===== config.mk =====
export PLATFORM = sky130hd
export DESIGN_NAME = gpmx_pin_mux
export DESIGN_NICKNAME = d
export VERILOG_FILES = /design/src/gpmx_pkg.sv /design/src/gpmx_pin_mux.sv /design/src/gpmx_select.sv /design/src/gpmx_sync.sv
export VERILOG_INCLUDE_DIRS = /design/src
export SDC_FILE = /design/constraint.sdc
export NUM_CORES = 1
export LEC_CHECK = 0
export BUFFER_PORTS_ARGS = -buffer_cell sky130_fd_sc_hd__clkbuf_2
export CORE_AREA = 2 2 105 148
export CTS_BUF_LIST = sky130_fd_sc_hd__clkbuf_8
export DETAILED_ROUTE_END_ITERATION = 8
export DIE_AREA = 0 0 107 150
export GPL_TIMING_DRIVEN = 0
export HOLD_SLACK_MARGIN = 0.15
export PLACE_DENSITY = 0.83
export SYNTH_ARGS = -nofsm -noshare
export SYNTH_HDL_FRONTEND = slang
export SYNTH_HIERARCHICAL = 1
export SYNTH_SLANG_ARGS = --single-unit

===== constraint.sdc =====
create_clock -name ref_clk -period 1 [get_ports ref_clk]
set_input_delay 0.05 -clock ref_clk [delete_from_list [all_inputs] [get_ports ref_clk]]
set_output_delay 0.05 -clock ref_clk [all_outputs]
set_load 0.05 [all_outputs]

===== src/gpmx_regs.svh =====
// Constants for the general-purpose pin mux: offsets, field positions,
// reset values. Assumes includers compile it once per unit.
`ifndef GPMX_REGS_SVH
`define GPMX_REGS_SVH

// Power-management I/O space offsets above the base
`define GPMX_IN_LEVELS_OFF 16'h0030
`define GPMX_OUT_LEVELS_OFF 16'h0034

// Widths
`define GPMX_NUM_IN 22
`define GPMX_NUM_OUT 31

// General configuration fields
`define GPMX_CFG_EXT_IO 0
`define GPMX_CFG_PCPCI_LO 8
`define GPMX_CFG_CLK_IRQ 14
`define GPMX_CFG_ALERT 15
`define GPMX_CFG_SERIAL_INTERRUPT_LINE 16
`define GPMX_CFG_SUSP_PLANES 17
`define GPMX_CFG_CPU_STOP 18
`define GPMX_CFG_BUS_STOP 19
`define GPMX_CFG_CACHE_PD 20
`define GPMX_CFG_SUSP_STAT1 21
`define GPMX_CFG_SUSP_STAT2 22
`define GPMX_CFG_THERMAL 23
`define GPMX_CFG_BATT_LOW 24
`define GPMX_CFG_LID 25
`define GPMX_CFG_RING 27
`define GPMX_CFG_XBUS_XCVR 28
`define GPMX_CFG_CLK_CS 29
`define GPMX_CFG_CLK_ALE 30
`define GPMX_CFG_KBC_CS 31
// X-bus chip-select configuration field
`define GPMX_XBUS_CHIP_SELECT_CONFIG_EXT_INTC 8

// Reset values
`define GPMX_OUT_LEVELS_RESET 32'h0000_0000
`define GPMX_ALT_DEFAULT_MASK 31'h07FF_8000
`define GPMX_ALT_RESET 31'h05C6_0000
`define GPMX_ALT_IN_IDLE 22'h3F_FFFF

`endif


===== src/gpmx_pkg.sv =====
// Types for the general-purpose pin mux.
// Assumes gpmx_regs.svh is compiled alongside.
package gpmx_pkg;

  typedef struct packed {
    logic [31:0] out_levels;
    logic [30:0] out_pins;
    logic [21:0] in_levels;
    logic [21:0] alt_in;
    logic pm_in1_active;
    logic [31:0] rdata;
    logic rd_valid;
  } gpmx_state_t;

  typedef struct packed {
    logic [1:0] [22:0] stage;
  } gpmx_sync_t;

endpackage


===== src/gpmx_pin_mux.sv =====
// Top of the general-purpose pin mux: output and input level registers
// in power-management I/O space, per-pin alternate routing.
// Assumes the I/O decoder presents one access per cycle on ref_clk and
// that configuration words come from registers on the same clock.
`timescale 1ns/1ps
`include "gpmx_regs.svh"
module gpmx_pin_mux (
  // Clock and reset
  input wire logic ref_clk,
  input wire logic rst_b,
  // I/O space access
  input wire logic [15:0] power_mgmt_io_base,
  input wire logic [15:0] io_addr,
  input wire logic io_wr,
  input wire logic io_rd,
  input wire logic [3:0] io_be,
  input wire logic [31:0] io_wdata,
  output logic [31:0] io_rdata,
  output logic io_rd_valid,
  // Configuration words
  input wire logic [31:0] general_configuration,
  input wire logic [15:0] xbus_chip_select_config,
  // Package pins
  input wire logic [21:0] gpi_pin,
  input wire logic core_power_lost,
  output logic [30:0] gpo_pin,
  // Alternate logic driving output pins
  input wire logic [6:0] latched_upper_address,
  input wire logic [2:0] pcpci_grant_n,
  input wire logic ext_intc_ack_n,
  input wire logic ext_intc_select_n,
  input wire logic ext_intc_timer_irq,
  input wire logic secondary_plane_ctl_n,
  input wire logic tertiary_plane_ctl_n,
  input wire logic processor_clock_stop_n,
  input wire logic bus_clock_stop_n,
  input wire logic cache_power_down,
  input wire logic suspend_status_one_n,
  input wire logic suspend_status_two_n,
  input wire logic xbus_direction_n,
  input wire logic xbus_output_enable_n,
  input wire logic ext_clock_select_n,
  input wire logic ext_clock_addr_strobe,
  input wire logic keyboard_ctl_select_n,
  input wire logic interrupt_nine_out_n,
  // Pin levels handed to alternate logic, idle high when not selected
  output logic channel_check_n,
  output logic [2:0] pcpci_request_n,
  output logic ext_intc_request_n,
  output logic clock_interrupt_n,
  output logic serial_interrupt_line,
  output logic thermal_alarm_n,
  output logic battery_low_n,
  output logic lid_switch_n,
  output logic mgmt_bus_alert_n,
  output logic ring_indicate_n,
  // Power management view of input 1
  output logic pm_input_one_active
);

  localparam gpmx_pkg::gpmx_state_t RESET_STATE = '{
    out_levels: `GPMX_OUT_LEVELS_RESET,
    out_pins: (31'(`GPMX_OUT_LEVELS_RESET) & ~`GPMX_ALT_DEFAULT_MASK)
      | (`GPMX_ALT_RESET & `GPMX_ALT_DEFAULT_MASK),
    in_levels: 22'h00_0000,
    alt_in: `GPMX_ALT_IN_IDLE,
    pm_in1_active: 1'b0,
    rdata: 32'h0000_0000,
    rd_valid: 1'b0
  };

  gpmx_pkg::gpmx_state_t s_q;
  gpmx_pkg::gpmx_state_t s_d;

  logic [22:0] pins_sync;
  logic [21:0] in_sync;
  logic power_lost_sync;
  logic [21:0] in_alt_sel;
  logic [30:0] out_alt_sel;
  logic [30:0] alt_drive;
  logic [30:0] pin_next;
  logic [31:0] merged;
  logic wr_out_hit;
  logic rd_out_hit;
  logic rd_in_hit;

  // Same offset check for reads and writes
  function automatic logic addr_hit(
    input logic [15:0] addr,
    input logic [15:0] base,
    input logic [15:0] off
  );
    logic [15:0] target;
    target = base + off;
    addr_hit = (addr == target);
  endfunction

  // Byte-lane merge of a write into the held word
  function automatic logic [31:0] lane_merge(
    input logic [31:0] old_word,
    input logic [31:0] new_word,
    input logic [3:0] be
  );
    logic [31:0] w;
    w = old_word;
    for (int i = 0; i < 4; i++) begin
      if (be[i]) begin
        w[i*8 +: 8] = new_word[i*8 +: 8];
      end
    end
    lane_merge = w;
  endfunction

  gpmx_sync u_sync (
    .ref_clk(ref_clk),
    .rst_b(rst_b),
    .async_in({core_power_lost, gpi_pin}),
    .sync_out(pins_sync)
  );

  gpmx_select u_select (
    .general_configuration(general_configuration),
    .xbus_chip_select_config(xbus_chip_select_config),
    .in_alt_sel(in_alt_sel),
    .out_alt_sel(out_alt_sel)
  );

  assign in_sync = pins_sync[21:0];
  assign power_lost_sync = pins_sync[22];

  // Alternate drivers laid out by pin index; GP-only pins carry zero
  always_comb begin
    alt_drive = '0;
    alt_drive[7:1] = latched_upper_address;
    alt_drive[11:9] = pcpci_grant_n;
    alt_drive[12] = ext_intc_ack_n;
    alt_drive[13] = ext_intc_select_n;
    alt_drive[14] = ext_intc_timer_irq;
    alt_drive[15] = secondary_plane_ctl_n;
    alt_drive[16] = tertiary_plane_ctl_n;
    alt_drive[17] = processor_clock_stop_n;
    alt_drive[18] = bus_clock_stop_n;
    alt_drive[19] = cache_power_down;
    alt_drive[20] = suspend_status_one_n;
    alt_drive[21] = suspend_status_two_n;
    alt_drive[22] = xbus_direction_n;
    alt_drive[23] = xbus_output_enable_n;
    alt_drive[24] = ext_clock_select_n;
    alt_drive[25] = ext_clock_addr_strobe;
    alt_drive[26] = keyboard_ctl_select_n;
    // Level from the controller passes as is, already active low
    alt_drive[29] = interrupt_nine_out_n;
  end

  always_comb begin
    s_d = s_q;
    wr_out_hit = io_wr && addr_hit(io_addr, power_mgmt_io_base, `GPMX_OUT_LEVELS_OFF);
    rd_out_hit = addr_hit(io_addr, power_mgmt_io_base, `GPMX_OUT_LEVELS_OFF);
    rd_in_hit = addr_hit(io_addr, power_mgmt_io_base, `GPMX_IN_LEVELS_OFF);
    merged = lane_merge(s_q.out_levels, io_wdata, io_be);

    // Output level register; top bit has no pin and stays zero
    if (wr_out_hit) begin
      s_d.out_levels = {1'b0, merged[30:0]};
    end

    // Register bits drive only GP pins, alternate pins follow their logic
    pin_next = (s_q.out_levels[30:0] & ~out_alt_sel) | (alt_drive & out_alt_sel);
    // Pin 8 pulled low once the core plane drops; others are unpowered then
    if (power_lost_sync) begin
      pin_next[8] = 1'b0;
    end
    s_d.out_pins = pin_next;

    // Input levels always captured, whatever the pin is used for
    s_d.in_levels = in_sync;
    s_d.pm_in1_active = !in_sync[1];

    // Pins not handed to alternate logic look idle to it
    s_d.alt_in = (in_sync & in_alt_sel) | (`GPMX_ALT_IN_IDLE & ~in_alt_sel);

    // Reads answer next cycle; unmapped offsets read zero
    s_d.rd_valid = io_rd;
    if (io_rd) begin
      if (rd_in_hit) begin
        s_d.rdata = {10'h000, s_q.in_levels};
      end else if (rd_out_hit) begin
        s_d.rdata = s_q.out_levels;
      end else begin
        s_d.rdata = 32'h0000_0000;
      end
    end
  end

  // Reset places GP-default pins at the register value and alternate
  // pins at their own reset state; nothing else moves them until then
  always_ff @(posedge ref_clk or negedge rst_b) begin
    if (!rst_b) begin
      s_q <= RESET_STATE;
    end else begin
      s_q <= s_d;
    end
  end

  assign gpo_pin = s_q.out_pins;
  assign io_rdata = s_q.rdata;
  assign io_rd_valid = s_q.rd_valid;
  assign pm_input_one_active = s_q.pm_in1_active;

  // Alternate-side views of shared inputs
  assign channel_check_n = s_q.alt_in[0];
  assign pcpci_request_n = s_q.alt_in[4:2];
  assign ext_intc_request_n = s_q.alt_in[5];
  assign clock_interrupt_n = s_q.alt_in[6];
  assign serial_interrupt_line = s_q.alt_in[7];
  assign thermal_alarm_n = s_q.alt_in[8];
  assign battery_low_n = s_q.alt_in[9];
  assign lid_switch_n = s_q.alt_in[10];
  assign mgmt_bus_alert_n = s_q.alt_in[11];
  assign ring_indicate_n = s_q.alt_in[12];

endmodule


===== src/gpmx_select.sv =====
// Decodes which shared pins run their alternate function.
// Assumes configuration inputs are steady on ref_clk; purely combinational.
`timescale 1ns/1ps
`include "gpmx_regs.svh"
module gpmx_select (
  // Configuration
  input wire logic [31:0] general_configuration,
  input wire logic [15:0] xbus_chip_select_config,
  // Alternate selects, one bit per pin
  output logic [21:0] in_alt_sel,
  output logic [30:0] out_alt_sel
);
  logic ext_intc;
  logic ext_io;

  always_comb begin
    ext_intc = xbus_chip_select_config[`GPMX_XBUS_CHIP_SELECT_CONFIG_EXT_INTC];
    // Bit set is extended bus mode, so reset leaves these pins on GP use
    ext_io = !general_configuration[`GPMX_CFG_EXT_IO];
    in_alt_sel = '0;
    out_alt_sel = '0;
    in_alt_sel[0] = !ext_io;
    out_alt_sel[7:1] = {7{!ext_io}};
    in_alt_sel[4:2] = general_configuration[`GPMX_CFG_PCPCI_LO +: 3];
    out_alt_sel[11:9] = general_configuration[`GPMX_CFG_PCPCI_LO +: 3];
    in_alt_sel[5] = ext_intc;
    out_alt_sel[14:12] = {3{ext_intc}};
    out_alt_sel[29] = ext_intc;
    in_alt_sel[6] = general_configuration[`GPMX_CFG_CLK_IRQ];
    in_alt_sel[7] = general_configuration[`GPMX_CFG_SERIAL_INTERRUPT_LINE];
    // Feature bits clear select the feature, so reset lands on the default
    in_alt_sel[8] = !general_configuration[`GPMX_CFG_THERMAL];
    in_alt_sel[9] = !general_configuration[`GPMX_CFG_BATT_LOW];
    in_alt_sel[10] = !general_configuration[`GPMX_CFG_LID];
    in_alt_sel[11] = !general_configuration[`GPMX_CFG_ALERT];
    in_alt_sel[12] = !general_configuration[`GPMX_CFG_RING];
    out_alt_sel[16:15] = {2{!general_configuration[`GPMX_CFG_SUSP_PLANES]}};
    out_alt_sel[17] = !general_configuration[`GPMX_CFG_CPU_STOP];
    out_alt_sel[18] = !general_configuration[`GPMX_CFG_BUS_STOP];
    out_alt_sel[19] = !general_configuration[`GPMX_CFG_CACHE_PD];
    out_alt_sel[20] = !general_configuration[`GPMX_CFG_SUSP_STAT1];
    out_alt_sel[21] = !general_configuration[`GPMX_CFG_SUSP_STAT2];
    out_alt_sel[23:22] = {2{!general_configuration[`GPMX_CFG_XBUS_XCVR]}};
    out_alt_sel[24] = !general_configuration[`GPMX_CFG_CLK_CS];
    out_alt_sel[25] = !general_configuration[`GPMX_CFG_CLK_ALE];
    out_alt_sel[26] = !general_configuration[`GPMX_CFG_KBC_CS];
    // Inputs 1, 13..21 and outputs 0, 8, 27, 28, 30 never leave GP use
  end
endmodule


===== src/gpmx_sync.sv =====
// Two-flop synchroniser for the pin inputs.
// Assumes ref_clk domain; inputs may change at any time.
`timescale 1ns/1ps
module gpmx_sync (
  // Clock and reset
  input wire logic ref_clk,
  input wire logic rst_b,
  // Data
  input wire logic [22:0] async_in,
  output logic [22:0] sync_out
);
  gpmx_pkg::gpmx_sync_t s_q;
  gpmx_pkg::gpmx_sync_t s_d;

  // First stage feeds only the second stage
  always_comb begin
    s_d = s_q;
    s_d.stage[0] = async_in;
    s_d.stage[1] = s_q.stage[0];
  end

  always_ff @(posedge ref_clk or negedge rst_b) begin
    if (!rst_b) begin
      // Pin stages rest high like pulled-up lines, so no false alert after reset
      s_q <= {2{23'h3F_FFFF}};
    end else begin
      s_q <= s_d;
    end
  end

  assign sync_out = s_q.stage[1];
endmodule


# ---- Yosys cells after proc, flatten, opt, wreduce, memory -nomap -nowiden
# Cells that the tools add are included.
dict set report op_classes {
  reduce_logical 21
  n_addsub 2
  n_bitwise 7
  n_eq_ne 2
  n_mux 3
}
# op n
set op_table {}
lappend op_table {{$mux W31} 2}
lappend op_table {{$add A16 B6 Y16 const B} 2}
lappend op_table {{$eq A16 B16 Y1} 2}
lappend op_table {{$and A31 B31 Y31} 1}
lappend op_table {{$not A30 Y31} 1}
lappend op_table {{$or A31 B30 Y31} 1}
lappend op_table {{$and A30 B30 Y30} 1}
lappend op_table {{$logic_not A1 Y1} 16}
lappend op_table {{$and A13 B13 Y13} 1}
lappend op_table {{$not A13 Y13} 1}
lappend op_table {{$or A13 B13 Y13} 1}
lappend op_table {{$reduce_and A2 Y1} 4}
lappend op_table {{$logic_and A1 B1 Y1} 1}
lappend op_table {{$mux W1} 1}
dict set report totals {
  input_bits 169
  ff_bits 177
  output_inout_bits 77
  wordCells 47
}

# ---- Depth between registers and ports, before layout
# Gate-level depths: netlist (run 1).
dict set report logic_depth {
  ltp_word 5
  mapped_depth 9
  ltp_nobuf 8
}

# ---- Hierarchy
# The synthesis (run 1) kept the hierarchy.
# module cells_per_inst area_per_inst_um2 seq_area_each_um2 n_inst
set modules_own_cells {}
lappend modules_own_cells {gpmx_pin_mux 451 5952.0 3250.6 1}
lappend modules_own_cells {gpmx_sync 46 1206.2 1206.2 1}
lappend modules_own_cells {gpmx_select 54 345.3 0.0 1}

# ---- Least setup slack after synthesis (run 1)
# OpenSTA, ideal clock, no wires.
dict set report synth_path {
  kind {input to register}
  startpoint {in power_mgmt_io_base[4]}
  endpoint {reg s_q[109] (netlist name)}
  path_stages 9
  slack_ns -1.331
  n_path_buf 1
  t_arrival_ns 2.206
  required_time_ns 0.875
  setup_ns 0.125
  path_cell_list {inv_1 ha_1 nor2b_2 or4_4 a2111oi_4 and4_1 buf_6 nand4_4 mux2_4}
}
dict set report synth_between {
  elab_chain_len 4
}
# item line_no
set synth_lines {}
lappend synth_lines {{start: declaration} gpmx_pin_mux.sv:12} ;# input wire logic [15:0] power_mgmt_io_base,
lappend synth_lines {{$add A16 B6 Y16} gpmx_pin_mux.sv:94} ;# target = base + off;
lappend synth_lines {{$eq A16 B16 Y1} gpmx_pin_mux.sv:95} ;# addr_hit = (addr == target);
lappend synth_lines {{$logic_and A1 B1 Y1} gpmx_pin_mux.sv:157} ;# wr_out_hit = io_wr && addr_hit(io_addr, power_mgmt_io_base, `GPMX_OUT_LEVELS_OFF);
lappend synth_lines {{$reduce_and A2 Y1 (no line)} --}
lappend synth_lines {{end signal: assignment} gpmx_pin_mux.sv:199} ;# s_q <= RESET_STATE;
lappend synth_lines {{end signal: assignment} gpmx_pin_mux.sv:201} ;# s_q <= s_d;
lappend synth_lines {{end: declaration} gpmx_pin_mux.sv:72} ;# gpmx_pkg::gpmx_state_t s_q;
# No other way between the ends.
# A chain may end at the register's enable or synchronous reset.

# ---- Final worst setup path (run 1)
dict set report layout_path {
  startpoint {in power_mgmt_io_base[4]}
  endpoint {reg s_q[126] (netlist name)}
}
# Same word-level chain as after synthesis.

==> flow_summary.json, run 1 <==
{
  "status": "complete, but fails checks",
  "violations": "hold timing, setup timing",
  "reg2reg_depth": 4,
  "setup_ws_ps": -1040,
  "drive_gt1_share_pct": 53.0,
  "clock_latency_ps": 470,
  "drc": 0,
  "sequentialPowerShare_pct": 50.5,
  "clock_sinks": 175,
  "place_congestion": 0.875,
  "placed_area_mm2": 0.00882,
  "fmax_ghz": 0.490,
  "fin_area_mm2": 0.0119,
  "routed_wirelength_um": 22200,
  "worstSetupStartpoint": "power_mgmt_io_base[4]",
  "multi_input_area_mm2": 0.00221,
  "p_switching_mw": 4.22,
  "combinationalPowerShare_pct": 14.7,
  "fin_cells": 1061,
  "htreeDepth": 4,
  "antenna_found_initial": 1,
  "tightest_slew_ps": 644,
  "seqCellArea_mm2": 0.00446,
  "fp.dieArea_mm2": 0.0161,
  "cp_slowest_cell": "or4_4",
  "finalHoldViolCount": 65,
  "preCtsSetupSlack_ps": -1690,
  "internal_power_mw": 10.7,
  "finalSetupViolations": 138,
  "avgSynthCellArea_um2": 13.7,
  "worst-path-max-fanout": 8,
  "drtIter0Drc": 209,
  "path_clk_slew_ps": 110,
  "rrSetupSlack_ps": -210,
  "r2r_end": "io_rdata[3]",
  "rows": 53,
  "drv_cap": 0,
  "dp_cells": 943,
  "vias": 5359,
  "area_growth_pct": 60.3,
  "netSwitchingFraction_pct": 28.3,
  "dr.pass1.iters": 4,
  "netlist_area_mm2": 0.00743,
  "rsz0062_at_grt": "yes",
  "synth_warnings": 6,
  "cts_buffer_depth": 2,
  "slowest_delay_ps": 490,
  "slew_violations": 0,
  "pwr-share-clk_pct": 34.8,
  "numCtsBuffers": 17,
  "r2r-start": "io_rdata[3]",
  "io_buffers": 205,
  "fillers": 718,
  "grt_pass1_wl_um": 33700,
  "dieWidth_um": 107,
  "finalPower_mw": 14.9,
  "critPathTopFamily": "simple AND/OR/NAND/NOR gates",
  "path_cells": "clkbuf_16 > inv_12 > ha_4 > nor2b_4 > or4_4 > a2111oi_4 > and4_1 > buf_6 > nand4_4 > mux2_4",
  "cts_tree": "yes",
  "grt_max_degree": 117,
  "coreArea_mm2": 0.0148,
  "finClkSkew_ps": 12.4,
  "grt_pass1_vias": 6214,
  "hp-class": "in -> async",
  "wl_per_cell_um": 20.9,
  "max-vdd-ir-drop_mv": 1.47,
  "crit_path_end_kind": "flip-flop",
  "die_h_um": 150,
  "dp_hpwl_um": 11600,
  "nNetsFinal": 1026,
  "avgViaCountPerCell": 5.05,
  "pwr_density_cell_mw_per_mm2": 1250,
  "grt_usage_pct": 28.5,
  "startpoint_type": "input port",
  "grt_remaining_overflow": 0,
  "io_pins": 246,
  "worstPathArrival_ps": 2400,
  "root_buffer": "clkbuf_8",
  "start_util_pct": 50.2,
  "drtAntennaViolNets": 0,
  "ctsHoldBuffers": 107,
  "slew_headroom_pct": 57.0,
  "postSynthCellCount": 541,
  "path_class": "in -> reg",
  "crit_required_ps": 1350,
  "layout_worst_path_cycle_share_pct": 204,
  "leakagePower_nw": 5.69,
  "period_minus_slack_ps": 2040,
  "crit_buf_inv": 3,
  "hold_ws_ps": -470
}
## worst max-delay path by stage
stage / cells past startpoint / end / slack, ps
detailed placement: 10 / s_q[123] / -1690
global route: 10 / s_q[126] / -1040
CTS: 10 / s_q[130] / -1050
finish: 10 / s_q[126] / -1040
floorplan: 9 / s_q[109] / -1120
global placement: 1 / gpo_pin[28] / -3100
## stage by stage
stage | setup TNS (ps) | util [%]
2_1_floorplan | -59240 | -
3_3_place_gp | -566820 | 59.4
3_5_place_dp | -96110 | 59.6
4_1_cts | -70990 | 80.1
5_1_grt | -72590 | 80.5
6_report | -67270 | 80.5
## registers in the layout (all words and copies together), names as in the netlist
register / count
clock_interrupt_n: 1
channel_check_n: 1
io_rd_valid: 1
io_rdata: 31
u_sync/s_d: 23
pm_input_one_active: 1
ext_intc_request_n: 1
gpo_pin: 31
s_q: 53
battery_low_n: 1
pcpci_request_n: 3
ring_indicate_n: 1
u_sync/sync_out: 23
thermal_alarm_n: 1
mgmt_bus_alert_n: 1
serial_interrupt_line: 1
lid_switch_n: 1
## cells in the final DEF, fill, tap and decap left out, drive strengths merged, types with 7 or more instances in the layout
cell           n
inv           28
dfstp         62
nand4          7
xor2           8
nand3          9
nand2b        14
a22o           9
nor2b         27
a221o         21
clkbuf       224
mux2          57
dlygate4sd3  107
xnor2         20
dfrtp        113
buf           84
nand2          7
clkinv         7
## cell type report
class,count,share of cell area (%)
clock buffers,17,1.97
diodes,1,0.0210
plain buffers,55,4.16
clock inverters,15,1.61
repair buffers,343,33.4
well taps,192,2.02
multi-input cells,241,18.6
inverters,22,0.841
flip-flops and latches,175,37.4
## power by group through the flow
stage,registers [mW],clock network [mW],logic [mW]
floorplan,7.66,0,0.815
global placement,7.58,0,1.48
detailed placement,7.59,0,1.53
CTS,7.50,5.15,2.11
global route,7.55,5.58,2.32
finish,7.53,5.19,2.19
## what timing repair did
action / 4_1_cts / 5_1_grt
endpoints found under the setup margin: 138 / 138
buffers inserted: 20 / 8
resized for setup: 262 / 8
pin swaps: 7 / 11
cloned: 3 / 0
hold endpoints to repair: 228 / 94
## per-layer routing
metal	wire (um)	vias to the layer above	GRT usage [%]
met5	0	-	0
met2	12500	212	54.2
met4	1030	0	14.9
met3	1220	65	7.45
met1	7460	2695	27.8
li1	-	2387	-
Power figures use the tool's default switching activity.
==> run 2, diff against run 1 <==
Settings changed: CELL_PAD_IN_SITES_DETAIL_PLACEMENT set to 0, CELL_PAD_IN_SITES_GLOBAL_PLACEMENT set to 1, CORE_AREA 2 2 105 148 to 2 2 118 166, DIE_AREA 0 0 107 150 to 0 0 120 168.
==> run 2 against run 1 <==
Against the previous run: the run still ends with hold timing, setup timing left; combinational power barely moved; final cell count rose by 4.8%; sequential power barely moved; non-clock buffer count fell by 6; clock power fell by 7.5%; via count fell by 4.8%; critical path depth did not move; register-to-register slack improved by 30 ps; largest cell class is now registers.
==> flow_summary.json, run 2 (same netlist as run 1, synthesis figures left out) <==
{
  "combinationalPowerShare_pct": 15.0,
  "place_congestion": 0.911,
  "fin_util_pct": 63.1,
  "leakagePower_nw": 5.65,
  "worstPathArrival_ps": 2340,
  "largest_reg_flops": 53,
  "routed_wirelength_um": 19600,
  "cts_tree": "yes",
  "io_buffers": 205,
  "drive_gt1_share_pct": 52.9,
  "io_pins": 246,
  "max-vdd-ir-drop_mv": 0.795,
  "avgViaCountPerCell": 4.59,
  "antenna_found_initial": 1,
  "die_h_um": 168,
  "cts_buffer_depth": 2,
  "nNetsFinal": 1020,
  "path_cells": "clkbuf_16 > inv_12 > ha_4 > nor2b_4 > or4_4 > a2111oi_4 > and4_1 > buf_6 > nand4_4 > mux2_4",
  "layout_common_cells": "clkbuf_2, dfrtp_1, dlygate4sd3_1",
  "rrSetupSlack_ps": -180,
  "netSwitchingFraction_pct": 26.7,
  "drv_cap": 0,
  "finalSetupViolations": 138,
  "dp_hpwl_um": 12100,
  "internal_power_mw": 10.6,
  "final_common_cell": "clkbuf_2",
  "pwr_density_cell_mw_per_mm2": 1220,
  "crit_path_end_kind": "flip-flop",
  "path_class": "in -> reg",
  "status": "complete, but fails checks",
  "rsz0062_at_grt": "yes",
  "tightest_slew_ps": 595,
  "path_clk_slew_ps": 100,
  "grt_usage_pct": 19.5,
  "root_buffer": "clkbuf_8",
  "worstSetupEndpoint": "s_q[129]",
  "vias": 5103,
  "grt_pass1_wl_um": 29800,
  "p_switching_mw": 3.87,
  "cp_slowest_cell": "or4_4",
  "preCtsSetupSlack_ps": -1710,
  "hold_ws_ps": -416,
  "crit_required_ps": 1350,
  "ctsHoldBuffers": 107,
  "r2r-start": "io_rdata[3]",
  "dieWidth_um": 120,
  "wl_per_cell_um": 17.7,
  "fillers": 1347,
  "worst-path-max-fanout": 8,
  "coreArea_mm2": 0.0188,
  "drtAntennaViolNets": 0,
  "finClkSkew_ps": 12.0,
  "dr.pass1.iters": 4,
  "multi_input_area_mm2": 0.00223,
  "drc": 0,
  "rows": 60,
  "drtIter0Drc": 208,
  "htreeDepth": 4,
  "seqCellArea_mm2": 0.00446,
  "slowest_delay_ps": 490,
  "sequentialPowerShare_pct": 51.9,
  "clock_sinks": 175,
  "numCtsBuffers": 17,
  "startpoint_type": "input port",
  "grt_remaining_overflow": 0,
  "slew_violations": 0,
  "finalHoldViolCount": 69,
  "grt_max_degree": 107,
  "fmax_ghz": 0.502,
  "reg2reg_depth": 4,
  "fp.dieArea_mm2": 0.0202,
  "slew_headroom_pct": 60.3,
  "clock_latency_ps": 460,
  "pwr-share-clk_pct": 33.1,
  "area_growth_pct": 60.1,
  "regMostFlops": "s_q",
  "violations": "hold timing, setup timing",
  "r2r_end": "io_rdata[3]",
  "grt_pass1_vias": 5617,
  "hp-class": "in -> async",
  "period_minus_slack_ps": 1990,
  "layout_worst_path_cycle_share_pct": 199,
  "worstSetupStartpoint": "power_mgmt_io_base[4]",
  "setup_ws_ps": -992,
  "start_util_pct": 39.4
}
## run 2: cell count changes in the layout (fill, tap and decap cells not counted), moves of 2 or more
| cell | change |
|---|---|
| clkbuf_16 | +2 |
| clkbuf_8 | -2 |
| clkinvlp_4 | +2 |
| buf_6 | -6 |
| o21ai_0 | -2 |
| o21ai_1 | +2 |
| clkinv_8 | -4 |
## run 2: worst min-delay path by stage
stage	endpoint	slack (ps)
6_report	io_rd_valid	-420
5_1_grt	io_rd_valid	-400
4_1_cts	io_rd_valid	-420
3_5_place_dp	io_rd_valid	100
3_3_place_gp	u_sync/s_d[44]	140
2_1_floorplan	gpo_pin[0]	-250
## run 2: timing repair
item                                    CTS  global route
cloned                                    3             1
pin swaps                                 5            11
endpoints found under the hold margin   185            69
endpoints found under the setup margin  138           138
gates resized for setup                 252            18
buffers inserted                         22            10
## run 2: power groups by stage
stage / Combinational, mW / Sequential [mW] / Clock (mW)
floorplan: 0.815 / 7.66 / 0
global placement: 1.49 / 7.58 / 0
detailed placement: 1.52 / 7.59 / 0
CTS: 2.13 / 7.50 / 5.00
global route: 2.32 / 7.53 / 5.25
finish: 2.17 / 7.51 / 4.80
## run 2: cell type report
type | instances | share of cell area [%]
Antenna cell | 2 | 0.0421
Buffer | 45 | 3.21
Clock buffer | 17 | 1.97
Clock inverter | 15 | 1.26
Inverter | 22 | 0.842
Multi-Input combinational cell | 241 | 18.8
Sequential cell | 175 | 37.5
Tap cell | 248 | 2.61
Timing Repair Buffer | 347 | 33.8
## run 2: routing by layer
layer,wire length [um],part of all wire (%),vias up,track usage [%]
li1,-,-,2377,-
met1,7250,37,2525,21.4
met2,11000,56,168,35.8
met3,780,4.0,33,3.52
met4,612,3.1,0,9.10
met5,0,0,-,0
## run 2: worst max-delay path, delay by kind of cell
kind	cells	cell delay, ps
mux	1	380
compound gates	1	360
simple gates	4	1110
buf+inv	3	290
fa+ha+maj	1	140
## run 2: through the flow
| step | std cells | hold WS, ps | TNS (ps) | area [um2] | power (mW) |
|---|---|---|---|---|---|
| after floorplan | 545 | -246 | -59240 | 7520 | 8.47 |
| after global placement | 998 | 138 | -588990 | 8850 | 9.07 |
| after detailed placement | 999 | 95.1 | -99760 | 8890 | 9.12 |
| after CTS | 1102 | -415 | -68970 | 11800 | 14.6 |
| after global routing | 1111 | -402 | -67540 | 11900 | 15.1 |
| final | 1112 | -416 | -62040 | 11900 | 14.5 |
==> run 3, diff against run 2 <==
Settings changed: ABC_AREA set to 1, CORE_AREA 2 2 118 166 to 2 2 124 174, DIE_AREA 0 0 120 168 to 0 0 126 176, PLACE_DENSITY 0.83 to 0.85, REMOVE_ABC_BUFFERS set to 1.
==> run 3 against run 2 <==
Against the previous run: the run still ends with hold timing, setup timing left; die area rose by 10%; synthesized area increased by 7.8%; global-route usage up 3.3 points; via count grew 37%; critical path depth grew 6; sequential power hardly changed; critical path type unchanged; utilization fell by 2.2 points; wire length up 33%; final cell count up 29%; worst hold slack improved by 31 ps; non-clock buffer count up 6; synthesized cell count increased by 60%.
==> flow_summary.json, run 3 <==
{
  "crit_required_ps": 1400,
  "drtIter0Drc": 381,
  "layout_common_cells": "nand2_1, clkbuf_2, dfrtp_1",
  "clock_latency_ps": 460,
  "avgViaCountPerCell": 4.85,
  "layout_worst_path_cycle_share_pct": 148,
  "finalHoldViolCount": 50,
  "grt_usage_pct": 22.7,
  "finalSetupViolations": 138,
  "final_common_cell": "nand2_1",
  "worstPathArrival_ps": 1880,
  "die_h_um": 176,
  "fin_cells": 1439,
  "num_antenna_cells": 0,
  "finClkSkew_ps": 13.3,
  "cts_buffer_depth": 2,
  "fin_area_mm2": 0.0125,
  "fmax_ghz": 0.675,
  "leakagePower_nw": 6.22,
  "preCtsSetupSlack_ps": -2610,
  "dr.pass1.iters": 5,
  "rrSetupSlack_ps": 100,
  "slew_violations": 0,
  "fillers": 1585,
  "antenna_found_initial": 0,
  "hold_ws_ps": -386,
  "dp_hpwl_um": 14300,
  "hp-class": "in -> async",
  "worstSetupEndpoint": "s_q[111]",
  "postSynthCellCount": 864,
  "r2r-start": "io_rdata[22]",
  "startpoint_type": "input port",
  "path_common_cell": "nor2_4",
  "dieWidth_um": 126,
  "regMostFlops": "s_q",
  "clock_sinks": 175,
  "cts_tree": "yes",
  "violations": "hold timing, setup timing",
  "coreArea_mm2": 0.0205,
  "seqCellArea_mm2": 0.00446,
  "max-vdd-ir-drop_mv": 1.11,
  "slew_headroom_pct": 35.9,
  "io_pins": 246,
  "area_growth_pct": 55.8,
  "worst-path-max-fanout": 5,
  "grt_max_degree": 92,
  "wl_per_cell_um": 18.1,
  "root_buffer": "clkbuf_8",
  "grt_remaining_overflow": 0,
  "multi_input_area_mm2": 0.00297,
  "drtAntennaViolNets": 0,
  "rsz0062_at_grt": "yes",
  "io_buffers": 217,
  "fp.dieArea_mm2": 0.0222,
  "worstSetupStartpoint": "power_mgmt_io_base[5]",
  "path_class": "in -> reg",
  "grt_pass1_vias": 7079,
  "crit_path_end_kind": "flip-flop",
  "largest_reg_flops": 53,
  "htreeDepth": 4,
  "avgSynthCellArea_um2": 9.27,
  "path_clk_slew_ps": 100,
  "reg2reg_depth": 4,
  "period_minus_slack_ps": 1480,
  "drc": 0,
  "routed_wirelength_um": 26100,
  "grt_pass1_wl_um": 38400,
  "placed_area_mm2": 0.00870,
  "vias": 6973,
  "drive_gt1_share_pct": 44.3,
  "tightest_slew_ps": 962,
  "synth_warnings": 6,
  "r2r_end": "io_rdata[22]",
  "place_congestion": 0.846,
  "numCtsBuffers": 17,
  "status": "complete, but fails checks",
  "drv_cap": 0,
  "pwr_density_cell_mw_per_mm2": 1240,
  "slowest_delay_ps": 170,
  "cp_slowest_cell": "ha_4",
  "rows": 62,
  "netlist_area_mm2": 0.00801,
  "dp_cells": 1226,
  "start_util_pct": 39.1,
  "setup_ws_ps": -481,
  "nNetsFinal": 1341,
  "path_cells": "clkbuf_16 > inv_8 > ha_4 > nand2_4 > nand2_4 > nor2_4 > nand3_2 > nand2_2 > nand3_4 > nor2_4 > nand3_4 > buf_6 > nor2_4 > buf_6 > nand3_2 > nand2_1"
}
==> run 3: power breakdown <==
part	total [mW]	internal, mW	switching, mW
combinational	2.64	1.21	1.43
sequential	7.51	7.40	0.109
clock	5.35	2.43	2.91
total	15.5	11.0	4.45
==> run 3: final cells by class <==
cell class | instances | area share [%]
Clock buffer | 18 | 1.99
Clock inverter | 14 | 1.59
Inverter | 77 | 2.49
Multi-Input combinational cell | 500 | 23.8
Sequential cell | 175 | 35.7
Tap cell | 256 | 2.57
Timing Repair Buffer | 398 | 31.8
Timing Repair inverter | 1 | 0.0602
==> run 3: routing by layer <==
metal	track usage [%]	wire length, um	up-vias
met5	0	0	-
met4	9.02	855	0
met3	5.15	1320	57
met2	42.1	14200	258
met1	25.1	9730	3405
li1	-	-	3253
==> run 3: worst min-delay path by stage <==
stage,depth (start not counted),endpoint
final,1,gpo_pin[15]
after global routing,1,gpo_pin[15]
after detailed placement,1,gpo_pin[15]
after CTS,1,gpo_pin[8]
after floorplan,0,gpo_pin[0]
after global placement,1,u_sync/s_d[27]
==> run 3: critical path: cells and delay by family <==
kind	cells	cell delay, ps
fa+ha+maj	1	170
buf+inv	4	460
simple gates	11	1170
==> run 3: stage by stage <==
step / setup TNS (ps) / hold slack (ps) / power [mW] / util (%)
floorplan: -63420 / -246 / 8.39 / -
global placement: -644560 / 137 / 9.13 / 42.0
detailed placement: -132360 / 139 / 9.20 / 42.5
CTS: -29750 / -382 / 15.4 / 58.8
global route: -38370 / -343 / 16.1 / 60.9
finish: -30880 / -386 / 15.5 / 60.9
==> run 3: repair_timing <==
item                                    in CTS  in global routing
endpoints found under the setup margin     138                138
endpoints found under the hold margin      182                 93
pin swaps                                   41                 69
hold buffers                               106                  1
gates resized for setup                    281                121
cloned                                       7                  1
setup buffers                               48                 22
